### src/core/emb_pkg.sv
package emb_pkg;

  // timing base: one oscillator period is one machine tick
  localparam int unsigned CLK_SYS_NS       = 40;
  localparam int unsigned OSC_MAX_MHZ      = 20;
  localparam int unsigned OSC_MIN_PHASE_NS = 25;
  // least number of clk_sys cycles each oscillator phase must last to be seen
  localparam int unsigned OSC_PHASE_CYC    =
    (OSC_MIN_PHASE_NS + CLK_SYS_NS - 1) / CLK_SYS_NS;

  localparam int unsigned CNT_W = 4;

  // tick positions inside one bus cycle, index 0 is the first period
  localparam logic [CNT_W-1:0] ALE_FIRST    = 4'h1;
  localparam logic [CNT_W-1:0] ALE_LAST     = 4'h2;
  localparam logic [CNT_W-1:0] ADDR_LAST    = 4'h3;
  localparam logic [CNT_W-1:0] PROG_STORE_STROBE_N_FIRST   = 4'h4;
  localparam logic [CNT_W-1:0] PROG_STORE_STROBE_N_LAST    = 4'h6;
  localparam logic [CNT_W-1:0] STRB_FIRST   = 4'h6;
  localparam logic [CNT_W-1:0] STRB_LAST    = 4'hb;
  localparam logic [CNT_W-1:0] WDATA_FIRST  = 4'h4;
  localparam logic [CNT_W-1:0] WDATA_LAST   = 4'hc;
  localparam logic [CNT_W-1:0] PORT_SAMPLE  = 4'h9;
  localparam logic [CNT_W-1:0] PORT_UPDATE  = 4'hb;
  localparam logic [CNT_W-1:0] SHORT_LAST   = 4'hb;
  localparam logic [CNT_W-1:0] LONG_LAST    = 4'hd;

  typedef enum logic [1:0] {
    OP_IDLE  = 2'h0,
    OP_FETCH = 2'h1,
    OP_READ  = 2'h3,
    OP_WRITE = 2'h2
  } emb_op_e;

  typedef struct packed {
    emb_op_e     kind;
    logic [15:0] addr;
    logic [7:0]  wdata;
  } emb_req_s;

  typedef struct packed {
    logic       ale;
    logic       prog_store_strobe_n;
    logic       rd_strobe_n;
    logic       wr_strobe_n;
    logic [7:0] low_addr_data_port_o;
    logic       low_addr_data_port_oe;
    logic [7:0] high_addr_port;
  } emb_pins_s;

  localparam emb_pins_s PINS_RST = '{
    ale:                   1'b0,
    prog_store_strobe_n:   1'b1,
    rd_strobe_n:           1'b1,
    wr_strobe_n:           1'b1,
    low_addr_data_port_o:  8'h00,
    low_addr_data_port_oe: 1'b0,
    high_addr_port:        8'h00
  };

endpackage

### src/core/emb_bus_seq.sv
// Function
// - static logic; stopped oscillator freezes all pins and counters
// - any oscillator duty, only phase minimums
// - fetch address valid before latch strobe falls
// - low address held one period after latch
// - high address port stable through whole cycle
// - fetch access window three periods
// - instruction latched before program strobe rises
// - data read access window six periods
// - write data driven before write strobe
// - write data held after write strobe
// - port inputs sampled at state5 phase2
// - port outputs updated after state6 phase2
module emb_bus_seq (
  // clock and reset
  input  wire logic                 clk_sys,
  input  wire logic                 sys_rst,
  // oscillator
  input  wire logic                 osc_input,
  // user request
  input  wire logic                 req_valid,
  input  wire emb_pkg::emb_req_s    req,
  output logic                      req_ready,
  // user answer
  output logic                      rsp_valid,
  output logic [7:0]                rsp_data,
  // user side of the general port
  input  wire logic [7:0]           gp_out_data,
  output logic [7:0]                gp_in_data,
  // general port pins
  input  wire logic [7:0]           gp_port_i,
  output logic [7:0]                gp_port_o,
  // external bus pins
  input  wire logic [7:0]           low_addr_data_port_i,
  output logic [7:0]                low_addr_data_port_o,
  output logic                      low_addr_data_port_oe,
  output logic [7:0]                high_addr_port,
  output logic                      ale,
  output logic                      prog_store_strobe_n,
  output logic                      rd_strobe_n,
  output logic                      wr_strobe_n
);

  typedef struct packed {
    emb_pkg::emb_op_e              op;
    logic [emb_pkg::CNT_W-1:0]     cnt;
    logic [15:0]                   addr;
    logic [7:0]                    wdata;
    emb_pkg::emb_pins_s            pins;
    logic [7:0]                    rdata;
    logic                          rsp;
    logic [7:0]                    port_smp;
    logic [7:0]                    port_out;
  } emb_seq_s;

  emb_seq_s st_ff;
  emb_seq_s nxt_st;
  logic     tick;
  logic     at_end;

  emb_osc_tick u_tick (
    .clk_sys   (clk_sys),
    .sys_rst   (sys_rst),
    .osc_input (osc_input),
    .tick      (tick)
  );

  function automatic logic in_win(
    input logic [emb_pkg::CNT_W-1:0] c,
    input logic [emb_pkg::CNT_W-1:0] lo,
    input logic [emb_pkg::CNT_W-1:0] hi
  );
    in_win = (c >= lo) && (c <= hi);
  endfunction

  function automatic logic [emb_pkg::CNT_W-1:0] last_of(input emb_pkg::emb_op_e op);
    case (op)
      emb_pkg::OP_READ,
      emb_pkg::OP_WRITE: last_of = emb_pkg::LONG_LAST;
      default:           last_of = emb_pkg::SHORT_LAST;
    endcase
  endfunction

  // pin levels for a given period of a cycle; registered, so pins change on tick edges
  function automatic emb_pkg::emb_pins_s pins_for(
    input emb_pkg::emb_op_e          op,
    input logic [emb_pkg::CNT_W-1:0] c,
    input logic [15:0]               a,
    input logic [7:0]                wd
  );
    emb_pkg::emb_pins_s p;
    logic               busy;
    p    = emb_pkg::PINS_RST;
    busy = (op != emb_pkg::OP_IDLE);
    p.high_addr_port       = a[15:8];
    p.low_addr_data_port_o = a[7:0];
    p.ale = busy && in_win(c, emb_pkg::ALE_FIRST, emb_pkg::ALE_LAST);
    // address from period 0 gives one period before the latch rises
    if (busy && (c <= emb_pkg::ADDR_LAST)) begin
      p.low_addr_data_port_oe = 1'b1;
    end else if ((op == emb_pkg::OP_WRITE) &&
                 in_win(c, emb_pkg::WDATA_FIRST, emb_pkg::WDATA_LAST)) begin
      p.low_addr_data_port_o  = wd;
      p.low_addr_data_port_oe = 1'b1;
    end
    p.prog_store_strobe_n = !((op == emb_pkg::OP_FETCH) &&
                              in_win(c, emb_pkg::PROG_STORE_STROBE_N_FIRST, emb_pkg::PROG_STORE_STROBE_N_LAST));
    p.rd_strobe_n = !((op == emb_pkg::OP_READ) &&
                      in_win(c, emb_pkg::STRB_FIRST, emb_pkg::STRB_LAST));
    p.wr_strobe_n = !((op == emb_pkg::OP_WRITE) &&
                      in_win(c, emb_pkg::STRB_FIRST, emb_pkg::STRB_LAST));
    pins_for = p;
  endfunction

  // new requests are only taken at a cycle boundary so the address phase is whole
  assign at_end    = (st_ff.cnt == last_of(st_ff.op));
  assign req_ready = tick && at_end;

  always_comb begin
    nxt_st     = st_ff;
    nxt_st.rsp = 1'b0;
    // no tick, only the answer strobe drops: a stopped oscillator holds every pin and counter
    if (tick) begin
      if (at_end) begin
        nxt_st.cnt = '0;
        if (req_valid) begin
          nxt_st.op    = req.kind;
          nxt_st.addr  = req.addr;
          nxt_st.wdata = req.wdata;
        end else begin
          nxt_st.op = emb_pkg::OP_IDLE;
        end
      end else begin
        nxt_st.cnt = st_ff.cnt + 4'h1;
      end
      // capture in the last low period, before the strobe returns high
      if ((st_ff.op == emb_pkg::OP_FETCH) && (st_ff.cnt == emb_pkg::PROG_STORE_STROBE_N_LAST)) begin
        nxt_st.rdata = low_addr_data_port_i;
        nxt_st.rsp   = 1'b1;
      end
      if ((st_ff.op == emb_pkg::OP_READ) && (st_ff.cnt == emb_pkg::STRB_LAST)) begin
        nxt_st.rdata = low_addr_data_port_i;
        nxt_st.rsp   = 1'b1;
      end
      if ((st_ff.op == emb_pkg::OP_WRITE) && at_end) begin
        nxt_st.rsp = 1'b1;
      end
      if (st_ff.cnt == emb_pkg::PORT_SAMPLE) begin
        nxt_st.port_smp = gp_port_i;
      end
      if (st_ff.cnt == emb_pkg::PORT_UPDATE) begin
        nxt_st.port_out = gp_out_data;
      end
      nxt_st.pins = pins_for(nxt_st.op, nxt_st.cnt, nxt_st.addr, nxt_st.wdata);
    end
  end

  always_ff @(posedge clk_sys or posedge sys_rst) begin
    if (sys_rst) begin
      st_ff          <= '0;
      st_ff.op       <= emb_pkg::OP_IDLE;
      st_ff.cnt      <= emb_pkg::SHORT_LAST;
      st_ff.pins     <= emb_pkg::PINS_RST;
    end else begin
      st_ff <= nxt_st;
    end
  end

  assign rsp_valid             = st_ff.rsp;
  assign rsp_data              = st_ff.rdata;
  assign gp_in_data            = st_ff.port_smp;
  assign gp_port_o             = st_ff.port_out;
  assign low_addr_data_port_o  = st_ff.pins.low_addr_data_port_o;
  assign low_addr_data_port_oe = st_ff.pins.low_addr_data_port_oe;
  assign high_addr_port        = st_ff.pins.high_addr_port;
  assign ale                   = st_ff.pins.ale;
  assign prog_store_strobe_n   = st_ff.pins.prog_store_strobe_n;
  assign rd_strobe_n           = st_ff.pins.rd_strobe_n;
  assign wr_strobe_n           = st_ff.pins.wr_strobe_n;

endmodule

### src/core/emb_osc_tick.sv
module emb_osc_tick (
  // clock and reset
  input  wire logic clk_sys,
  input  wire logic sys_rst,
  // oscillator level
  input  wire logic osc_input,
  // one clk_sys pulse per oscillator rising edge
  output logic      tick
);

  typedef struct packed {
    logic lvl_ff;
    logic tick_ff;
  } emb_tick_s;

  emb_tick_s st_ff;
  emb_tick_s nxt_st;

  // edge detect only: a stopped oscillator simply yields no ticks, any duty works
  always_comb begin
    nxt_st         = st_ff;
    nxt_st.lvl_ff  = osc_input;
    nxt_st.tick_ff = osc_input & ~st_ff.lvl_ff;
  end

  always_ff @(posedge clk_sys or posedge sys_rst) begin
    if (sys_rst) begin
      st_ff <= '0;
    end else begin
      st_ff <= nxt_st;
    end
  end

  assign tick = st_ff.tick_ff;

endmodule

### config.mk
export PLATFORM = sky130hd
export DESIGN_NAME = emb_bus_seq
export DESIGN_NICKNAME = d
export VERILOG_FILES = /design/src/core/emb_pkg.sv /design/src/core/emb_bus_seq.sv /design/src/core/emb_osc_tick.sv
export SDC_FILE = /design/constraint.sdc
export NUM_CORES = 1
export LEC_CHECK = 0
export ABC_AREA = 1
export BUFFER_PORTS_ARGS = -buffer_cell sky130_fd_sc_hd__buf_4
export CAP_MARGIN = 20
export CORE_ASPECT_RATIO = 1.75
export CORE_MARGIN = 5
export CORE_UTILIZATION = 40
export CTS_CLUSTER_DIAMETER = 200
export DETAILED_ROUTE_END_ITERATION = 6
export GPL_TIMING_DRIVEN = 0
export SYNTH_ARGS = -nofsm -noshare
export SYNTH_HDL_FRONTEND = slang
export SYNTH_HIERARCHICAL = 1
export SYNTH_SLANG_ARGS = --single-unit
### constraint.sdc
create_clock -name clk_sys -period 3.07 [get_ports clk_sys]
set_clock_uncertainty 0.1 [all_clocks]
set_input_delay 0.614 -clock clk_sys [delete_from_list [all_inputs] [get_ports clk_sys]]
set_output_delay 0.614 -clock clk_sys [all_outputs]
set_load 0.005 [all_outputs]
==> results of run 1 <==
## flip-flops by register name, summed over array words and instances, names as in the netlist, 8 cells and up
register / cells
st_ff: 30
gp_in_data: 8
gp_port_o: 8
low_addr_data_port_o: 8
rsp_data: 8
## power breakdown
group	internal, W	switching, W	total (W)
clock	0.000714	0.000381	0.00110
sequential	0.00128	0.000196	0.00148
combinational	0.00103	0.000861	0.00189
total	0.00303	0.00144	0.00446
## metrics by stage
step	power (W)	instance area, um2
final	0.00446	4920
after global placement	0.00336	4600
after CTS	0.00454	4920
after global routing	0.00483	4920
after detailed placement	0.00341	4600
after floorplan	0.00271	3690
## layout make-up
class | instances | area [um2]
fill | 893 | 4120
sequential | 70 | 1760
multi-input combinational | 220 | 1330
timing repair buffer | 100 | 751
buffer | 53 | 373
clock buffer | 13 | 280
inverter | 62 | 235
tap | 120 | 150
clock inverter | 3 | 40.0
## metal layers
layer	track usage	vias up
li1	-	1490
met1	0.188	1381
met2	0.288	74
met3	0.0461	23
met4	0.0855	0
met5	0	-
## cells in the mapped netlist (all sizes together) (6+ instances only)
library cell,number
nand2,87
mux2,32
dfrtp,64
dfstp,6
nor2,16
o21ai,23
clkbuf,6
a22oi,8
nand4,12
a21oi,15
buf,47
inv,62
nand3,15
## worst paths after layout
check / startpoint / to / slack [ps] / cells after the start
max: st_ff[73] / req_ready / 450 / 8
min: sys_rst / u_tick/tick / 50 / 2
max reg2reg: st_ff[70] / low_addr_data_port_o[0] / 920 / 9
min reg2reg: u_tick/st_ff[1] / u_tick/tick / 310 / 1
max in group asynchronous: sys_rst / st_ff[48] / 1940 / 2
min in group clk_sys: osc_input / u_tick/st_ff[1] / 300 / 1
## cells by family (layout without fill, tap and decap cells)
group,after synthesis,after routing
fa+ha+maj,3,3
xor+xnor,2,2
compound gates,52,52
simple gates,131,131
mux,32,32
buf+inv,115,231
flops,70,70
## cells in the final DEF, fill, tap and decap left out, types with 2 or more instances in the layout
cell       Yosys  routed
nor2_1        11      11
nor2_2         3       3
o21ai_0       23      23
clkbuf_1       6       6
dfrtp_1       64      64
nand2_4        2       2
nand3_1       13      13
nand2_2        3       3
a21oi_1       15      15
nand4_1       12      12
nand2_1       82      82
a22oi_1        8       8
xor2_1         2       2
inv_2          3       3
nand3_4        2       2
mux2_2        32      32
ha_1           3       3
buf_4         41     141
inv_1         59      58
buf_2          4       4
clkinv_2       0       2
buf_6          2       2
a31oi_1        3       3
dfstp_2        6       6
clkbuf_16      0       9
clkbuf_8       0       4
==> flow_summary_export.csv, run 1 <==
group,metric,value,unit
run_status,status,"complete, no violations",
synth,synth_warnings,6,
critical_path,crit_buf_inv,5,
timing,report.final.slew_viol_count,0,
die,die_w,82.7,um
cts,cts.clk_slew.worst_paths,50,ps
synth,synth_top_family_by_area,"simple AND/OR/NAND/NOR gates",
critical_path,path_max_fanout,10,
synth,synth_top_cell_area_share,0.433,
synth,synth-simple-area-share,0.168,
finish,synthToLayoutAreaGrowth,33.1,%
synth,synth_xor_area_frac,0.00474,
drt,wl_met2,4580,um
critical_path,required,2360,ps
finish,fin_util,0.544,
global_routing,grt-ovfl-total,0,
drt,drt-met1-wl,3240,um
timing,rsz0062_at_grt,"false",
synth,syn_area,3690,um2
global_routing,grt_pass1_vias,3203,
die,die_h,137,um
finish,n_antenna_cell,0,
critical_path,crit_arrival,1910,ps
timing,fin_crit_sh,0.854,
timing,timing.final.ws_setup,449,ps
critical_path,path_delay_family,"buffers and inverters",
critical_path,crit_type,"reg2out",
hold_path,min_path_type,"in2async",
finish,layout-drive-gt1-share,0.417,
timing,period_minus_slack,2620,ps
cts,clockBufferDepth,2,
die,ios,101,
synth,async_flop_share,1.00,
cts,post_cts_buffers,0,
drt,postRouteAntennaNets,0,
placed_design,gp_congestion,0.814,
finish,fin_cells,641,
global_routing,grt_max_degree,69,
synth,synth_area_leaders,"dfrtp_1, mux2_2, buf_4",
global_routing,track_usage,0.169,
drt,drc_errors,0,
synth,synth.mux.area_fraction,0.0975,
die,row_count,46,
cts,tritoncts,"done",
placed_design,port_buffers,100,
cts,cts_htree_levels,3,
critical_path,critPathSlowestCell,"dfstp_2",
placed_design,dpl.hpwl,6450,um
synth,synth_seq_area_share,0.476,
global_routing,grt_pass1_wl,14500,um
placed_design,place_inst,625,
cts,clock_sinks,70,
timing,hold_viol_final,0,
power,p_leak,2.60,nW
synth,synth-compound-area-share,0.0796,
drt,vias,2968,
synth,syn_inst,405,
cts,root_buffer,"clkbuf_16",
timing,fin_setup_tns,0,ps
synth,synthAdderAreaFrac,0.0102,
timing,tightest_slew,858,ps
drt,drt_pass1_iterations,4,
cts,cts-resized-gates,0,
synth,post_synth.cell_area_avg,9.12,um2
die,die_area,11300,um2
die,start_util,0.409,
synth,synth_cell_type_count,29,
drt,vias_per_cell,4.63,
timing,setup-violations-final,0,
placed_design,dp_slack,799,ps
synth,synth_edf_count,0,
finish,final_nets,573,
drt,top_layer,"met4",
synth,ys_seq_elements,70,
critical_path,worstPathCellList,"buf_2 -> nand2_1 -> inv_2 -> nand3_4 -> buf_6 -> buf_6 -> nor2_1 -> buf_4",
synth,yosys.area.top_type,"dfrtp_1",
drt,drt-total-wl,8580,um
timing,fmax,0.381,GHz
power,ir_worst_vdd,0.429,mV
run,maxCapViolCount,0,
synth,syn_nets,462,
cts,cts_buffers,9,
synth,synth_top_flop_cell,"dfrtp_1",
cts,ctsHoldBuffers,0,
drt,drtIter0Drc,103,
critical_path,slowest_delay,510,ps
critical_path,cpMostUsedCell,"buf_6",
timing,whs,53.6,ps
global_routing,antenna_found_initial,0,
critical_path,crit_path_end_kind,"output pin",
cts,clk_latency,330,ps
timing,max_slew_margin,0.428,
critical_path,start_kind,"register",
drt,wire_per_inst,13.4,um
drt,met3_length,476,um
power,pwr_density_cell,908,nW/um2
die,core,9040,um2
(Power assumes the default switching activity.)
==> run 2, diff against run 1 <==
- CORE_UTILIZATION: 40 -> 35
==> flow_summary_export.csv, run 2 (synthesized netlist as in run 1, its figures left out) <==
group,metric,value,unit
global_routing,grt_max_degree,69,
critical_path,start_kind,"register",
critical_path,crit_cells,8,
die,start_util,0.359,
die,die_w,87.7,um
finish,ff_latch_area,1760,um2
die,die_h,146,um
die,ios,101,
run,maxCapViolCount,0,
global_routing,grt_pass1_vias,3117,
critical_path,crit_type,"reg2out",
finish,synthToLayoutAreaGrowth,32.8,%
cts,root_buffer,"clkbuf_16",
timing,period_minus_slack,2640,ps
timing,max_slew_margin,0.434,
finish,largest_register_ffs,30,
cts,cts.clk_slew.worst_paths,50,ps
die,die_area,12800,um2
critical_path,reg2reg_from,"st_ff[70]",
critical_path,cpMostUsedCell,"buf_6",
critical_path,r2r-end,"low_addr_data_port_o[4]",
finish,final_nets,573,
timing,timing.final.ws_setup,434,ps
cts,tritoncts,"done",
die,row_count,49,
cts,clk_latency,330,ps
drt,vias_per_cell,4.58,
finish,final_cell_mix,"buf_4, nand2_1, dfrtp_1, inv_1, mux2_2",
critical_path,cp-endpoint,"req_ready",
cts,post_cts_buffers,0,
critical_path,crit_buf_inv,5,
critical_path,worstPathCellList,"buf_2 -> nand2_1 -> inv_2 -> nand3_4 -> buf_6 -> buf_6 -> nor2_1 -> buf_4",
drt,drc_errors,0,
cts,clockBufferDepth,2,
global_routing,track_usage,0.139,
finish,top_register,"st_ff",
timing,hold_viol_final,0,
critical_path,required,2360,ps
global_routing,antenna_found_initial,0,
cts,ctsHoldBuffers,0,
timing,rsz0062_at_grt,"false",
placed_design,port_buffers,100,
power,ir_worst_vdd,0.565,mV
finish,multi_input_area,1330,um2
run_status,status,"complete, no violations",
critical_path,path_delay_family,"buffers and inverters",
finish,num-fill-cells,1021,
global_routing,grt_pass1_wl,14200,um
critical_path,crit_path_end_kind,"output pin",
die,core,10300,um2
cts,cts_htree_levels,3,
drt,vias,2971,
drt,drt_pass1_iterations,4,
drt,postRouteAntennaNets,0,
cts,cts_buffers,9,
critical_path,slowest_delay,510,ps
drt,wire_per_inst,13.0,um
critical_path,reg2reg_depth,8,
power,p_leak,2.59,nW
timing,setup-violations-final,0,
finish,final_common_cell,"buf_4",
critical_path,cp-startpoint,"st_ff[73]",
placed_design,dpl.hpwl,6500,um
timing,fmax,0.379,GHz
cts,clock_sinks,70,
timing,report.final.slew_viol_count,0,
finish,fin_area,4910,um2
critical_path,r2r_slack,950,ps
global_routing,grt-ovfl-total,0,
timing,tightest_slew,850,ps
hold_path,min_path_type,"in2async",
power,pwr_density_cell,896,nW/um2
placed_design,postPlaceCellArea,4610,um2
finish,n_antenna_cell,0,
cts,cts-resized-gates,0,
critical_path,path_max_fanout,10,
placed_design,gp_congestion,0.819,
critical_path,critPathSlowestCell,"dfstp_2",
critical_path,crit_arrival,1920,ps
drt,drt-total-wl,8400,um
finish,layout-drive-gt1-share,0.415,
timing,fin_crit_sh,0.858,
drt,drtIter0Drc,136,
placed_design,dp_slack,773,ps
run 2: changes by cell type in the layout (fill, tap and decap cells not counted), sizes merged:
cell and change:
clkbuf -1, clkinv +1
run 2: layout make-up:
type	instances	share of cell area
inverters	62	0.0479
clock inverters	4	0.00918
clock buffers	12	0.0523
multi-input cells	220	0.271
plain buffers	53	0.0760
well taps	127	0.0324
repair buffers	100	0.153
flip-flops and latches	70	0.358
run 2: per-stage QoR:
step	hold WS [ps]	total power, W	util	std cells	TNS (ps)
2_1_floorplan	255	0.00271	-	405	0
3_3_place_gp	298	0.00336	0.447	632	-20490
3_5_place_dp	307	0.00340	0.447	632	0
4_1_cts	51.5	0.00447	0.477	648	0
5_1_grt	58.4	0.00476	0.477	648	0
6_report	61.0	0.00440	0.477	648	0
run 2: power by group:
| part | switching (W) | internal [W] |
|---|---|---|
| logic | 0.000852 | 0.00103 |
| clock network | 0.000373 | 0.000669 |
| registers | 0.000192 | 0.00128 |
| total | 0.00142 | 0.00298 |
run 2: worst min-delay path by stage:
stage / endpoint / slack (ps) / depth (start not counted)
3_3_place_gp: u_tick/tick / 300 / 1
6_report: u_tick/st_ff[1] / 60 / 2
4_1_cts: u_tick/st_ff[1] / 50 / 2
3_5_place_dp: u_tick/tick / 310 / 1
2_1_floorplan: u_tick/st_ff[1] / 260 / 1
5_1_grt: u_tick/st_ff[1] / 60 / 2
run 2: routing by layer:
layer	global-route usage	wire, um	part of all wire	vias up
li1	-	-	-	1483
met1	0.155	3220	0.38	1392
met2	0.239	4490	0.53	82
met3	0.0391	459	0.055	14
met4	0.0645	229	0.027	0
met5	0	0	0	-
run 2: worst reg2reg max path, delay by kind of cell, from the launching register on:
family | cells | cell delay [ps]
AND/OR/NAND/NOR | 6 | 950
flip-flops | 1 | 620
adder cells (fa/ha/maj) | 1 | 230
XOR/XNOR | 1 | 150
